--- src/prs_pkg.sv ---
// constants, types and helpers for the power rail sequencer
// Notes on behaviour
// - each rail holds a mask of rails whose good inputs must all be high to start.
// - after start conditions hold, wait the rail's turn-on delay, then raise its enable.
// - time enable-to-good; if it passes the rail's ramp-up limit, flag a fault.
// - the ramp timer starts with the enable and stops when good is first seen.
// - a fault mask per rail names peer rails that also shut down on its fault.
// - example groups make any rail fault shut all four; first rail uses 0x0E.
// - during shutdown, keep a rail on until all rails in its off mask are down.
// - once shutdown starts and its off mask is met, wait turn-off delay, drop enable.
// - the primary input rail is monitored only, with no enable, delay or masks.
// - one shared 12-bit differential converter serves all voltage and current readings.
// - voltage readings use the single-ended zero to full scale range setting.
// - shunt current readings switch to the narrow range, then voltage range is restored.
package prs_pkg;
  localparam int N_RAILS = 4;
  localparam int DLY_W = 16;
  localparam int ADC_W = 12;
  localparam int CH_W = 3;
  localparam int CLK_FREQ_HZ = 250_000_000;
  localparam int TICK_PERIOD_MS = 1;
  localparam int CYCLES_PER_MS = CLK_FREQ_HZ / 1000 * TICK_PERIOD_MS;
  localparam int ADC_SETTLE_CYCLES = 4;
  localparam logic [15:0] EX_FAULT_GROUP = 16'h7bde;
  localparam logic RANGE_VOLT = 1'b0;
  localparam logic RANGE_CURR = 1'b1;
  localparam logic [DLY_W-1:0] CNT_ZERO = '0;
  localparam logic [DLY_W-1:0] CNT_ONE = 16'h0001;

  typedef enum logic [2:0] {PRS_OFF, PRS_ON_WAIT, PRS_RAMP, PRS_ON, PRS_OFF_WAIT} prs_rail_st_t;
  typedef enum logic [1:0] {PRS_M_IDLE, PRS_M_SETTLE, PRS_M_CONV, PRS_M_WAIT} prs_meas_st_t;

  // true when every rail named in mask has its bit set in vec
  function automatic logic prs_mask_met(input logic [N_RAILS-1:0] mask, input logic [N_RAILS-1:0] vec);
    prs_mask_met = &(~mask | vec);
  endfunction : prs_mask_met
endpackage : prs_pkg

--- src/prs_sequencer.sv ---
// power rail sequencer with shared measurement converter control
`timescale 1ns/1ps
`default_nettype none
module prs_sequencer #(
  parameter int N = prs_pkg::N_RAILS,
  parameter int TICK_CYCLES = prs_pkg::CYCLES_PER_MS,
  parameter logic [prs_pkg::N_RAILS*prs_pkg::N_RAILS-1:0] FAULT_GROUP = prs_pkg::EX_FAULT_GROUP
) (
  input wire logic sys_clk,
  input wire logic reset_n,
  input wire logic power_up_req,
  input wire logic fault_clear,
  input wire logic primary_good_pin,
  input wire logic [N-1:0] converter_good_input,
  input wire logic [N*N-1:0] up_prereq_mask,
  input wire logic [N*N-1:0] down_prereq_mask,
  input wire logic [N*prs_pkg::DLY_W-1:0] turn_on_delay,
  input wire logic [N*prs_pkg::DLY_W-1:0] ramp_up_limit,
  input wire logic [N*prs_pkg::DLY_W-1:0] turn_off_delay,
  output logic [N-1:0] rail_enable,
  output logic [N-1:0] rail_fault,
  output logic primary_good,
  input wire logic meas_req,
  input wire logic meas_current,
  input wire logic [prs_pkg::CH_W-1:0] meas_channel,
  output logic meas_busy,
  output logic meas_valid,
  output logic [prs_pkg::ADC_W-1:0] meas_data,
  output logic adc_start,
  output logic adc_range,
  output logic [prs_pkg::CH_W-1:0] adc_channel,
  input wire logic adc_done,
  input wire logic [prs_pkg::ADC_W-1:0] adc_data
);
  localparam int DW = prs_pkg::DLY_W;
  localparam int TW = $clog2(TICK_CYCLES + 1);
  localparam logic [TW-1:0] TICK_LAST = TW'(TICK_CYCLES - 1);
  localparam logic [3:0] SETTLE_LAST = 4'(prs_pkg::ADC_SETTLE_CYCLES - 1);

  // pin synchronisers; primary rail is watched only, never driven
  logic [N:0] good_meta_q, good_sync_q;
  always_ff @(posedge sys_clk or negedge reset_n) begin
    if (!reset_n) begin
      good_meta_q <= '0;
      good_sync_q <= '0;
    end else begin
      good_meta_q <= {primary_good_pin, converter_good_input};
      good_sync_q <= good_meta_q;
    end
  end
  logic [N-1:0] good;
  assign good = good_sync_q[N-1:0];
  assign primary_good = good_sync_q[N];

  // millisecond timebase
  logic [TW-1:0] tick_cnt_q, tick_cnt_d;
  logic tick_q, tick_d;
  always_comb begin
    tick_d = (tick_cnt_q == TICK_LAST);
    tick_cnt_d = tick_d ? '0 : tick_cnt_q + TW'(1);
  end
  always_ff @(posedge sys_clk or negedge reset_n) begin
    if (!reset_n) begin
      tick_cnt_q <= '0;
      tick_q <= 1'b0;
    end else begin
      tick_cnt_q <= tick_cnt_d;
      tick_q <= tick_d;
    end
  end

  // per-rail sequencing
  prs_pkg::prs_rail_st_t st_q [N];
  prs_pkg::prs_rail_st_t st_d [N];
  logic [DW-1:0] cnt_q [N];
  logic [DW-1:0] cnt_d [N];
  logic [N-1:0] en_q, en_d, fault_q, fault_d, up_ok, down_ok, shut;

  always_comb begin
    for (int r = 0; r < N; r++) begin
      down_ok[r] = prs_pkg::prs_mask_met(down_prereq_mask[r*N +: N], ~en_q & ~good);
      shut[r] = ~power_up_req | fault_q[r];
      for (int i = 0; i < N; i++) begin
        shut[r] = shut[r] | (fault_q[i] & FAULT_GROUP[i*N+r]);
      end
      // a standing group fault also keeps the peers from starting again
      up_ok[r] = ~shut[r] & primary_good & prs_pkg::prs_mask_met(up_prereq_mask[r*N +: N], good);
    end
    for (int r = 0; r < N; r++) begin
      st_d[r] = st_q[r];
      cnt_d[r] = cnt_q[r];
      en_d[r] = en_q[r];
      fault_d[r] = fault_q[r] & ~fault_clear;
      case (st_q[r])
        prs_pkg::PRS_OFF: begin
          if (up_ok[r]) begin
            st_d[r] = prs_pkg::PRS_ON_WAIT;
            cnt_d[r] = prs_pkg::CNT_ZERO;
          end
        end
        prs_pkg::PRS_ON_WAIT: begin
          if (!up_ok[r]) begin
            st_d[r] = prs_pkg::PRS_OFF;
          end else if (tick_q) begin
            if (cnt_q[r] >= turn_on_delay[r*DW +: DW]) begin
              st_d[r] = prs_pkg::PRS_RAMP;
              en_d[r] = 1'b1;
              cnt_d[r] = prs_pkg::CNT_ZERO;
            end else begin
              cnt_d[r] = cnt_q[r] + prs_pkg::CNT_ONE;
            end
          end
        end
        prs_pkg::PRS_RAMP: begin
          if (good[r]) begin
            st_d[r] = prs_pkg::PRS_ON;
          end else if (shut[r]) begin
            st_d[r] = prs_pkg::PRS_OFF_WAIT;
            cnt_d[r] = prs_pkg::CNT_ZERO;
          end else if (tick_q) begin
            if (cnt_q[r] >= ramp_up_limit[r*DW +: DW]) begin
              fault_d[r] = 1'b1;
              st_d[r] = prs_pkg::PRS_OFF_WAIT;
              cnt_d[r] = prs_pkg::CNT_ZERO;
            end else begin
              cnt_d[r] = cnt_q[r] + prs_pkg::CNT_ONE;
            end
          end
        end
        prs_pkg::PRS_ON: begin
          if (!good[r]) begin
            fault_d[r] = 1'b1;
          end
          if (shut[r] || !good[r]) begin
            st_d[r] = prs_pkg::PRS_OFF_WAIT;
            cnt_d[r] = prs_pkg::CNT_ZERO;
          end
        end
        prs_pkg::PRS_OFF_WAIT: begin
          if (down_ok[r] && tick_q) begin
            if (cnt_q[r] >= turn_off_delay[r*DW +: DW]) begin
              st_d[r] = prs_pkg::PRS_OFF;
              en_d[r] = 1'b0;
            end else begin
              cnt_d[r] = cnt_q[r] + prs_pkg::CNT_ONE;
            end
          end
        end
        default: begin
          st_d[r] = prs_pkg::PRS_OFF;
          en_d[r] = 1'b0;
        end
      endcase
    end
  end

  always_ff @(posedge sys_clk or negedge reset_n) begin
    if (!reset_n) begin
      for (int r = 0; r < N; r++) begin
        st_q[r] <= prs_pkg::PRS_OFF;
        cnt_q[r] <= prs_pkg::CNT_ZERO;
      end
      en_q <= '0;
      fault_q <= '0;
    end else begin
      for (int r = 0; r < N; r++) begin
        st_q[r] <= st_d[r];
        cnt_q[r] <= cnt_d[r];
      end
      en_q <= en_d;
      fault_q <= fault_d;
    end
  end
  assign rail_enable = en_q;
  assign rail_fault = fault_q;

  // measurement control for the one shared converter
  prs_pkg::prs_meas_st_t m_st_q, m_st_d;
  logic range_q, range_d, start_q, start_d, valid_q, valid_d;
  logic [prs_pkg::CH_W-1:0] chan_q, chan_d;
  logic [prs_pkg::ADC_W-1:0] data_q, data_d;
  logic [3:0] settle_q, settle_d;
  always_comb begin
    m_st_d = m_st_q;
    range_d = range_q;
    chan_d = chan_q;
    data_d = data_q;
    settle_d = settle_q;
    start_d = 1'b0;
    valid_d = 1'b0;
    case (m_st_q)
      prs_pkg::PRS_M_IDLE: begin
        if (meas_req) begin
          range_d = meas_current ? prs_pkg::RANGE_CURR : prs_pkg::RANGE_VOLT;
          chan_d = meas_channel;
          settle_d = '0;
          m_st_d = prs_pkg::PRS_M_SETTLE;
        end
      end
      prs_pkg::PRS_M_SETTLE: begin
        settle_d = settle_q + 4'h1;
        if (settle_q == SETTLE_LAST) begin
          m_st_d = prs_pkg::PRS_M_CONV;
        end
      end
      prs_pkg::PRS_M_CONV: begin
        start_d = 1'b1;
        m_st_d = prs_pkg::PRS_M_WAIT;
      end
      prs_pkg::PRS_M_WAIT: begin
        if (adc_done) begin
          data_d = adc_data;
          valid_d = 1'b1;
          range_d = prs_pkg::RANGE_VOLT;
          m_st_d = prs_pkg::PRS_M_IDLE;
        end
      end
      default: begin
        m_st_d = prs_pkg::PRS_M_IDLE;
      end
    endcase
  end
  always_ff @(posedge sys_clk or negedge reset_n) begin
    if (!reset_n) begin
      m_st_q <= prs_pkg::PRS_M_IDLE;
      range_q <= prs_pkg::RANGE_VOLT;
      chan_q <= '0;
      data_q <= '0;
      settle_q <= '0;
      start_q <= 1'b0;
      valid_q <= 1'b0;
    end else begin
      m_st_q <= m_st_d;
      range_q <= range_d;
      chan_q <= chan_d;
      data_q <= data_d;
      settle_q <= settle_d;
      start_q <= start_d;
      valid_q <= valid_d;
    end
  end
  assign adc_start = start_q;
  assign adc_range = range_q;
  assign adc_channel = chan_q;
  assign meas_data = data_q;
  assign meas_valid = valid_q;
  assign meas_busy = (m_st_q != prs_pkg::PRS_M_IDLE);

  for (genvar g = 0; g < N; g++) begin : g_chk

  end
endmodule : prs_sequencer
`default_nettype wire

--- config.mk ---
export PLATFORM = sky130hd
export DESIGN_NAME = prs_sequencer
export DESIGN_NICKNAME = d
export VERILOG_FILES = /design/src/prs_pkg.sv /design/src/prs_sequencer.sv
export SDC_FILE = /design/constraint.sdc
export NUM_CORES = 1
export LEC_CHECK = 0
export ABC_AREA = 1
export BUFFER_PORTS_ARGS = -buffer_cell sky130_fd_sc_hd__buf_4
export CAP_MARGIN = 5
export CORE_MARGIN = 3
export CORE_UTILIZATION = 35
export CTS_CLUSTER_DIAMETER = 40
export DETAILED_ROUTE_END_ITERATION = 8
export PLACE_DENSITY = 0.59
export SLEW_MARGIN = 20
export SYNTH_ARGS = -nofsm -noshare
export SYNTH_HDL_FRONTEND = slang
export SYNTH_SLANG_ARGS = --single-unit
--- constraint.sdc ---
create_clock -name sys_clk -period 2.6 [get_ports sys_clk]
set_input_delay 0.26 -clock sys_clk [delete_from_list [all_inputs] [get_ports sys_clk]]
set_output_delay 0.26 -clock sys_clk [all_outputs]
set_load 0.005 [all_outputs]
==> run summary, run 1 <==
Final Setup Violations: 0
share of cells above drive strength 1: 16.9%
Most used DFF post-synth: dfrtp_1
RSZ-0062 raised after global routing: false
number of buffers added on ports: 278
DRC viols: 0
Clock Root Buffer: clkbuf_16
top cells by count, synth: nand2_1, inv_1, ha_1
initial core utilization: 36.0%
largest buffer count on any clock path: 2
Tcrit/Tclk final: 91.1%
vias in the first global route: 12,680
Sw Ratio: 36.4%
Post-synth ARST share: 100%
I/O pin count: 279
# rows: 69
Peak VDD IR: 365 uV
Detail Placement HPWL: 31,800 um
Final Hold Vio Count: 0
Worst slew margin: 54.9%
max_cap viols: 0
Synthesis Warnings: 0
Period minus WS final: 2.37 ns
Cell Int Power: 5.38 mW
worst hold path type: in2reg
Die Area: 39,500 um2
total power: 8.46 mW
Core Util, Final: 45.7%
Core Area: 36,100 um2
Overall Global Routing Usage: 19.3%
via count: 12,995
count of cell types in the netlist: 39
worst-path maximum fanout: 15
htree depth: 4
P_leak: 9.61 nW
Post-synth EDFFs: 0
Syn-to-layout area delta: 26.8%
Final nets: 2,647
clk_lat worst skew: 0.42 ns
Final ANT Viol Nets: 0
setup tns final: 0 ns
die width: 199 um
Vias/cell: 4.87
post-synth top area share: 26.4%
Sw Pwr: 3.08 mW
post-synthesis sequential area ratio: 26.4%
Sequential Power Share: 32.4%
CP required: 2.93 ns
Critical Path Source Type: flop
largest net degree at the start of global routing: 68
gpl congestion: 0.923
critical setup path kind: reg2reg
Crit. End Element: flop
most common cell in the netlist: nand2_1
met1 WL: 18,200 um
Slew @ Worst Pin: 0.677 ns
power per cell area: 513 nW/um2
Slew Viols, Final: 0
DR pass1 iterations: 5
routed len/inst: 14.6 um
Routed WL: 38,900 um
Worst-path clk slew: 0.06 ns
GRT overflow: 0
first-pass GRT wire length: 61,900 um
CTS tree: built
drt initial violations: 721
Worst EP arrival: 2.70 ns
die height: 199 um
Mapped Avg Cell Area: 6.92 um2
post-synthesis register bit count: 137
Gate power share: 36.4%
Clock Power Share: 31.2%
outcome: finished clean
wire length on met2: 17,600 um
Mapped Area: 13,000 um2
Max Clock Skew: 0.0136 ns
WL met3: 2530 um
Fmax: 422 MHz
Cells after Synth: 1,879
TritonCTS Sinks: 137
initial antenna violation count: 10
uppermost layer routed: met5
largest area contributor in the netlist: dfrtp_1
Num CTS Buffers: 17
Area contributors post-synth: dfrtp_1, ha_1, nand2_1, inv_1, nor2_1
Syn Nets: 2,332
logic make-up (layout without fill, tap and decap cells):
family | count (synthesis) | count (layout) | synth area share (%)
adder cells (fa/ha/maj) | 202 | 202 | 19.4
AO/OA/AOI/OAI | 223 | 223 | 9.18
XOR/XNOR | 50 | 50 | 3.37
AND/OR/NAND/NOR | 888 | 888 | 30.0
other | 0 | 3 | 0
multiplexers | 3 | 3 | 0.260
flip-flops | 137 | 137 | 26.4
buffers and inverters | 376 | 704 | 11.4
registers in the layout (all words and copies together), names as in the netlist:
register     count
adc_channel      3
meas_data       12
settle_q         4
rail_enable      4
rail_fault       4
meas_valid       1
adc_range        1
adc_start        1
tick_q           1
cnt_q           64
m_st_q           2
tick_cnt_q      18
st_q            12
good_sync_q      5
good_meta_q      5
repair_timing:
action / 4_1_cts / 5_1_grt
gates resized for setup: 0 / 1
hold endpoints to repair: 69 / 0
endpoints found under the setup margin: 0 / 14
setup buffers: 0 / 0
hold buffers: 6 / 0
final cells by class:
class / instances / area (um2)
well taps: 461 / 577
clock inverters: 10 / 168
repair buffers: 313 / 2390
fillers: 3695 / 19600
inverters: 359 / 1360
diodes: 3 / 7.51
flip-flops and latches: 137 / 3430
clock buffers: 22 / 464
multi-input cells: 1366 / 8100
per-layer routing:
metal	up-vias	GRT usage, %
li1	6710	-
met1	5897	26.2
met2	330	32.3
met3	44	4.00
met4	14	3.64
met5	-	0
cell usage in the layout, fill, tap and decap left out, types with 3 or more instances in the layout:
cell type / n
nand3_2: 3
bufinv_16: 4
nor3_2: 3
xor2_1: 40
clkinvlp_4: 4
nand3_1: 95
clkbuf_16: 17
buf_4: 304
a31oi_1: 3
diode_2: 3
o21bai_1: 10
xnor2_1: 10
mux2_2: 3
nand2_1: 466
o21ai_1: 11
nor3_1: 32
a21oi_1: 95
clkinv_4: 3
o22ai_1: 4
ha_1: 202
nor2_4: 3
nand3b_1: 28
dfrtp_1: 137
inv_1: 348
o21ai_0: 83
nor4_1: 7
dlygate4sd3_1: 6
nand2_2: 5
clkbuf_1: 3
inv_2: 9
nor2_1: 172
nand4_1: 66
o21a_1: 11
worst paths after layout:
path	to	cells after the start	start	slack, ns
setup reg to reg	cnt_q[53]	12	rail_fault[1]	0.23
min in group asynchronous	meas_data[11]	2	reset_n	0.42
hold / removal	meas_data[10]	3	adc_data[10]	0.04
setup / recovery	cnt_q[53]	12	rail_fault[1]	0.23
max in group asynchronous	meas_data[6]	3	reset_n	1.43
hold reg to reg	good_sync_q[3]	0	good_meta_q[3]	0.35
power groups by stage:
stage / Combinational (mW) / Clock [mW] / Sequential, mW
2_1_floorplan: 1.92 / 0 / 2.72
3_3_place_gp: 3.00 / 0 / 2.77
3_5_place_dp: 3.07 / 0 / 2.78
4_1_cts: 3.09 / 2.72 / 2.75
5_1_grt: 3.52 / 2.82 / 2.79
6_report: 3.08 / 2.64 / 2.74
critical path, stage by stage (launching register included):
cell and delay [ns]:
dfrtp_1 0.41, nor2_1 0.14, nand3_2 0.24, nor2_4 0.30
nand2_2 0.14, inv_1 0.09, nand2_1 0.08, nand2_1 0.11
nand3_2 0.12, nor2_4 0.23, buf_4 0.25, nand3_1 0.09
o21ai_0 0.08
stage by stage:
stage / setup WS, ns / instances / area (um2) / hold WS [ns]
after CTS: 0.194 / 2668 / 16500 / 0.0131
after floorplan: 0.611 / 1879 / 13000 / -0.0356
final: 0.232 / 2671 / 16500 / 0.0372
after global placement: 0.307 / 2630 / 15800 / 0.328
after detailed placement: 0.222 / 2630 / 15800 / 0.317
after global routing: 0.00651 / 2671 / 16500 / 0.0326
Power figures use the tool's default switching activity.
==> run 2, diff against run 1 <==
--- a/config.mk
+++ b/config.mk
@@ -5,14 +5,14 @@
 export SDC_FILE = /design/constraint.sdc
 export NUM_CORES = 1
 export LEC_CHECK = 0
-export ABC_AREA = 1
+export ABC_AREA = 0
 export BUFFER_PORTS_ARGS = -buffer_cell sky130_fd_sc_hd__buf_4
 export CAP_MARGIN = 5
 export CORE_MARGIN = 3
 export CORE_UTILIZATION = 35
 export CTS_CLUSTER_DIAMETER = 40
 export DETAILED_ROUTE_END_ITERATION = 8
-export PLACE_DENSITY = 0.59
+export PLACE_DENSITY = 0.6
 export SLEW_MARGIN = 20
 export SYNTH_ARGS = -nofsm -noshare
 export SYNTH_HDL_FRONTEND = slang
==> constraint.sdc (replaced) <==
create_clock -name sys_clk -period 2.9 [get_ports sys_clk]
set_input_delay 0.29 -clock sys_clk [delete_from_list [all_inputs] [get_ports sys_clk]]
set_output_delay 0.29 -clock sys_clk [all_outputs]
set_load 0.005 [all_outputs]
==> run summary, run 2 <==
Crit. End Element: flop
share of cells above drive strength 1: 24.1% (+7.2 points)
Peak VDD IR: 369 uV (+1.0%)
worst-path maximum fanout: 18 (+3)
routed len/inst: 16.4 um (+13%)
die height: 193 um (-2.7%)
drt initial violations: 568 (-21%)
Period minus WS final: 2.78 ns (+0.408 ns)
Synth Area in Adders: 20.6% (+1.1 points)
max_cap viols: 0 (unchanged)
critical-path cell list: buf_4 -> ha_1 -> and4_1 -> o21ai_0 -> o21ai_0 -> or3b_2 -> a31oi_4 -> buf_4 -> nor2b_1 -> a32o_1
Critical Path Source Type: flop
Die Area: 37,400 um2 (-5.4%)
largest area contributor in the netlist: dfrtp_1
Cells after Synth: 1,433 (-24%)
critical setup path kind: reg2reg
Max Clock Skew: 0.0202 ns (+0.00660 ns)
first-pass GRT wire length: 59,200 um (-4.3%)
Num CTS Buffers: 17 (unchanged)
number of fillers in the final layout: 3,374 (-8.7%)
post-synthesis register bit count: 137 (unchanged)
Post-synth EDFFs: 0 (unchanged)
Post-Synth XOR/XNOR Area: 1.14% (-2.2 points)
slowest cell on the critical path: or3b_2
Multi-input gate area: 7890 um2 (-2.6%)
Final Hold Vio Count: 0 (unchanged)
P_leak: 8.65 nW (-10%)
total power: 8.89 mW (+5.1%)
mux cell area share after synthesis: 2.40% (+2.1 points)
Slew Viols, Final: 0 (unchanged)
Slew @ Worst Pin: 0.780 ns (+0.103 ns)
post-synthesis sequential area ratio: 27.9% (+1.5 points)
GRT overflow: 0 (unchanged)
DR pass1 iterations: 5 (unchanged)
count of cell types in the netlist: 82 (+110%)
Area contributors post-synth: dfrtp_1, ha_1, inv_1, a21o_1, o21ai_0
DRC viols: 0 (unchanged)
CTS tree: built
via count: 11,694 (-10%)
initial core utilization: 36.1% (+0.066 points)
fin cells: 2,232 (-16%)
Reg area: 3430 um2 (about the same)
outcome: finished clean
WL met3: 2040 um (-19%)
worst hold path type: in2reg
Mapped Avg Cell Area: 8.57 um2 (+24%)
# rows: 67 (-2.9%)
Synthesis Warnings: 0 (unchanged)
uppermost layer routed: met5
Overall Global Routing Usage: 19.0% (-0.29 points)
Worst EP arrival: 3.08 ns (+0.38 ns)
Mapped Area: 12,300 um2 (-5.5%)
largest family of logic cells by synthesized area: compound AO/OA/AOI/OAI gates
TritonCTS Sinks: 137 (unchanged)
Core Area: 34,000 um2 (-5.7%)
Clock Root Buffer: clkbuf_16
Worst-path clk slew: 0.06 ns (about the same)
Largest Register: cnt_q
max incr delay on CP: 0.53 ns (+0.12 ns)
Post-synth ARST share: 100% (unchanged)
Final ANT Viol Nets: 0 (unchanged)
Final nets: 2,223 (-16%)
Post-Synth Simple-Gate Area: 17.7% (-12 points)
Most used DFF post-synth: dfrtp_1
met1 WL: 16,300 um (-11%)
clk_lat worst skew: 0.43 ns (about the same)
Vias/cell: 5.24 (+7.7%)
Syn-to-layout area delta: 30.4%
largest net degree at the start of global routing: 60 (-12%)
post-synth top area share: 27.9% (+1.5 points)
I/O pin count: 279 (unchanged)
Detail Placement HPWL: 29,400 um (-7.6%)
Placed Cells: 2,189 (-17%)
Syn Nets: 1,886 (-19%)
CP required: 3.21 ns (+0.28 ns)
gpl congestion: 0.849 (-8.1%)
most common cell after layout, fill and taps aside: buf_4
max reg flops: 64 (unchanged)
biggest regs: cnt_q: 64 flops, tick_cnt_q: 18 flops
power per cell area: 555 nW/um2 (+8.2%)
Fmax: 360 MHz (-15%)
vias in the first global route: 11,800 (-6.9%)
most common cell in the netlist: inv_1
htree depth: 4 (unchanged)
wire length on met2: 17,500 um (-0.29%)
Final Setup Violations: 0 (unchanged)
Tcrit/Tclk final: 95.7% (+4.6 points)
die width: 193 um (-2.7%)
initial antenna violation count: 3 (-7)
Worst slew margin: 47.5% (-7.4 points)
Compound-Gate Fraction of Synth Area: 22.1% (+13 points)
most frequent cells in the layout: buf_4, inv_1, ha_1
top cells by count, synth: inv_1, ha_1, dfrtp_1
number of buffers added on ports: 278 (unchanged)
largest buffer count on any clock path: 2 (unchanged)
Routed WL: 36,700 um (-5.9%)
run 2: cells by family after synthesis:
logic type                 after synthesis
and+or+nand+nor                        416
AOI/OAI and AO/OA                      382
buffers and inverters                  253
muxes                                   27
xor gates and xnor gates                16
adders and majority gates              202
DFF                                    137
run 2: worst max-delay path: cells and delay by family (launching register included):
| family | cells | cell delay [ns] |
|---|---|---|
| buffers and inverters | 2 | 0.45 |
| flip-flops | 1 | 0.40 |
| AO/OA/AOI/OAI | 4 | 0.75 |
| adder cells (fa/ha/maj) | 1 | 0.30 |
| AND/OR/NAND/NOR | 3 | 0.77 |
run 2: cell type report:
class | instances | share of cell area (%)
flip-flops and latches | 137 | 21.4
diodes | 2 | 0.0312
clock inverters | 12 | 0.875
multi-input cells | 1044 | 49.3
well taps | 448 | 3.50
repair buffers | 354 | 17.1
inverters | 216 | 5.06
clock buffers | 19 | 2.70
run 2: path summary, 6_finish.rpt:
check | endpoint | startpoint | depth (start not counted) | slack [ns]
hold / removal | rail_fault[0] | fault_clear | 2 | 0.09
setup / recovery | cnt_q[17] | cnt_q[22] | 10 | 0.12
setup reg to reg | cnt_q[17] | cnt_q[22] | 10 | 0.12
max in group asynchronous | good_sync_q[3] | reset_n | 3 | 1.80
min in group asynchronous | m_st_q[1] | reset_n | 2 | 0.40
hold reg to reg | good_sync_q[1] | good_meta_q[1] | 0 | 0.35
run 2: metrics by stage:
step	util [%]	instance area, um2	setup TNS (ns)	setup WS (ns)	hold WS, ns
final	47.1	16000	0	0.124	0.0911
after global routing	47.1	16000	-0.0143	-0.00654	0.0814
after CTS	46.8	15900	0	0.0156	0.0774
after detailed placement	44.9	15300	-3.37	-0.209	0.314
after global placement	44.9	15300	-1.77	-0.136	0.314
after floorplan	-	12300	0	0.345	-0.00559
run 2: power breakdown:
part	total, mW	internal, mW	switching, mW
Sequential	2.70	2.25	0.452
Clock	2.20	1.28	0.922
Combinational	3.99	1.99	2.00
Total	8.89	5.52	3.37
run 2: metal layers:
layer	global-route usage (%)	up-vias
met1	24.7	5500
met4	4.61	2
li1	-	5847
met5	0	-
met2	32.3	302
met3	4.38	43
run 2: timing repair:
item                                    in CTS  in global routing
setup buffers                                0                  3
cloned                                       0                  1
endpoints found under the setup margin      32                 56
pin swaps                                    0                  3
hold buffers                                 6                  0
gates resized for setup                      3                 14
endpoints found under the hold margin       61                  0
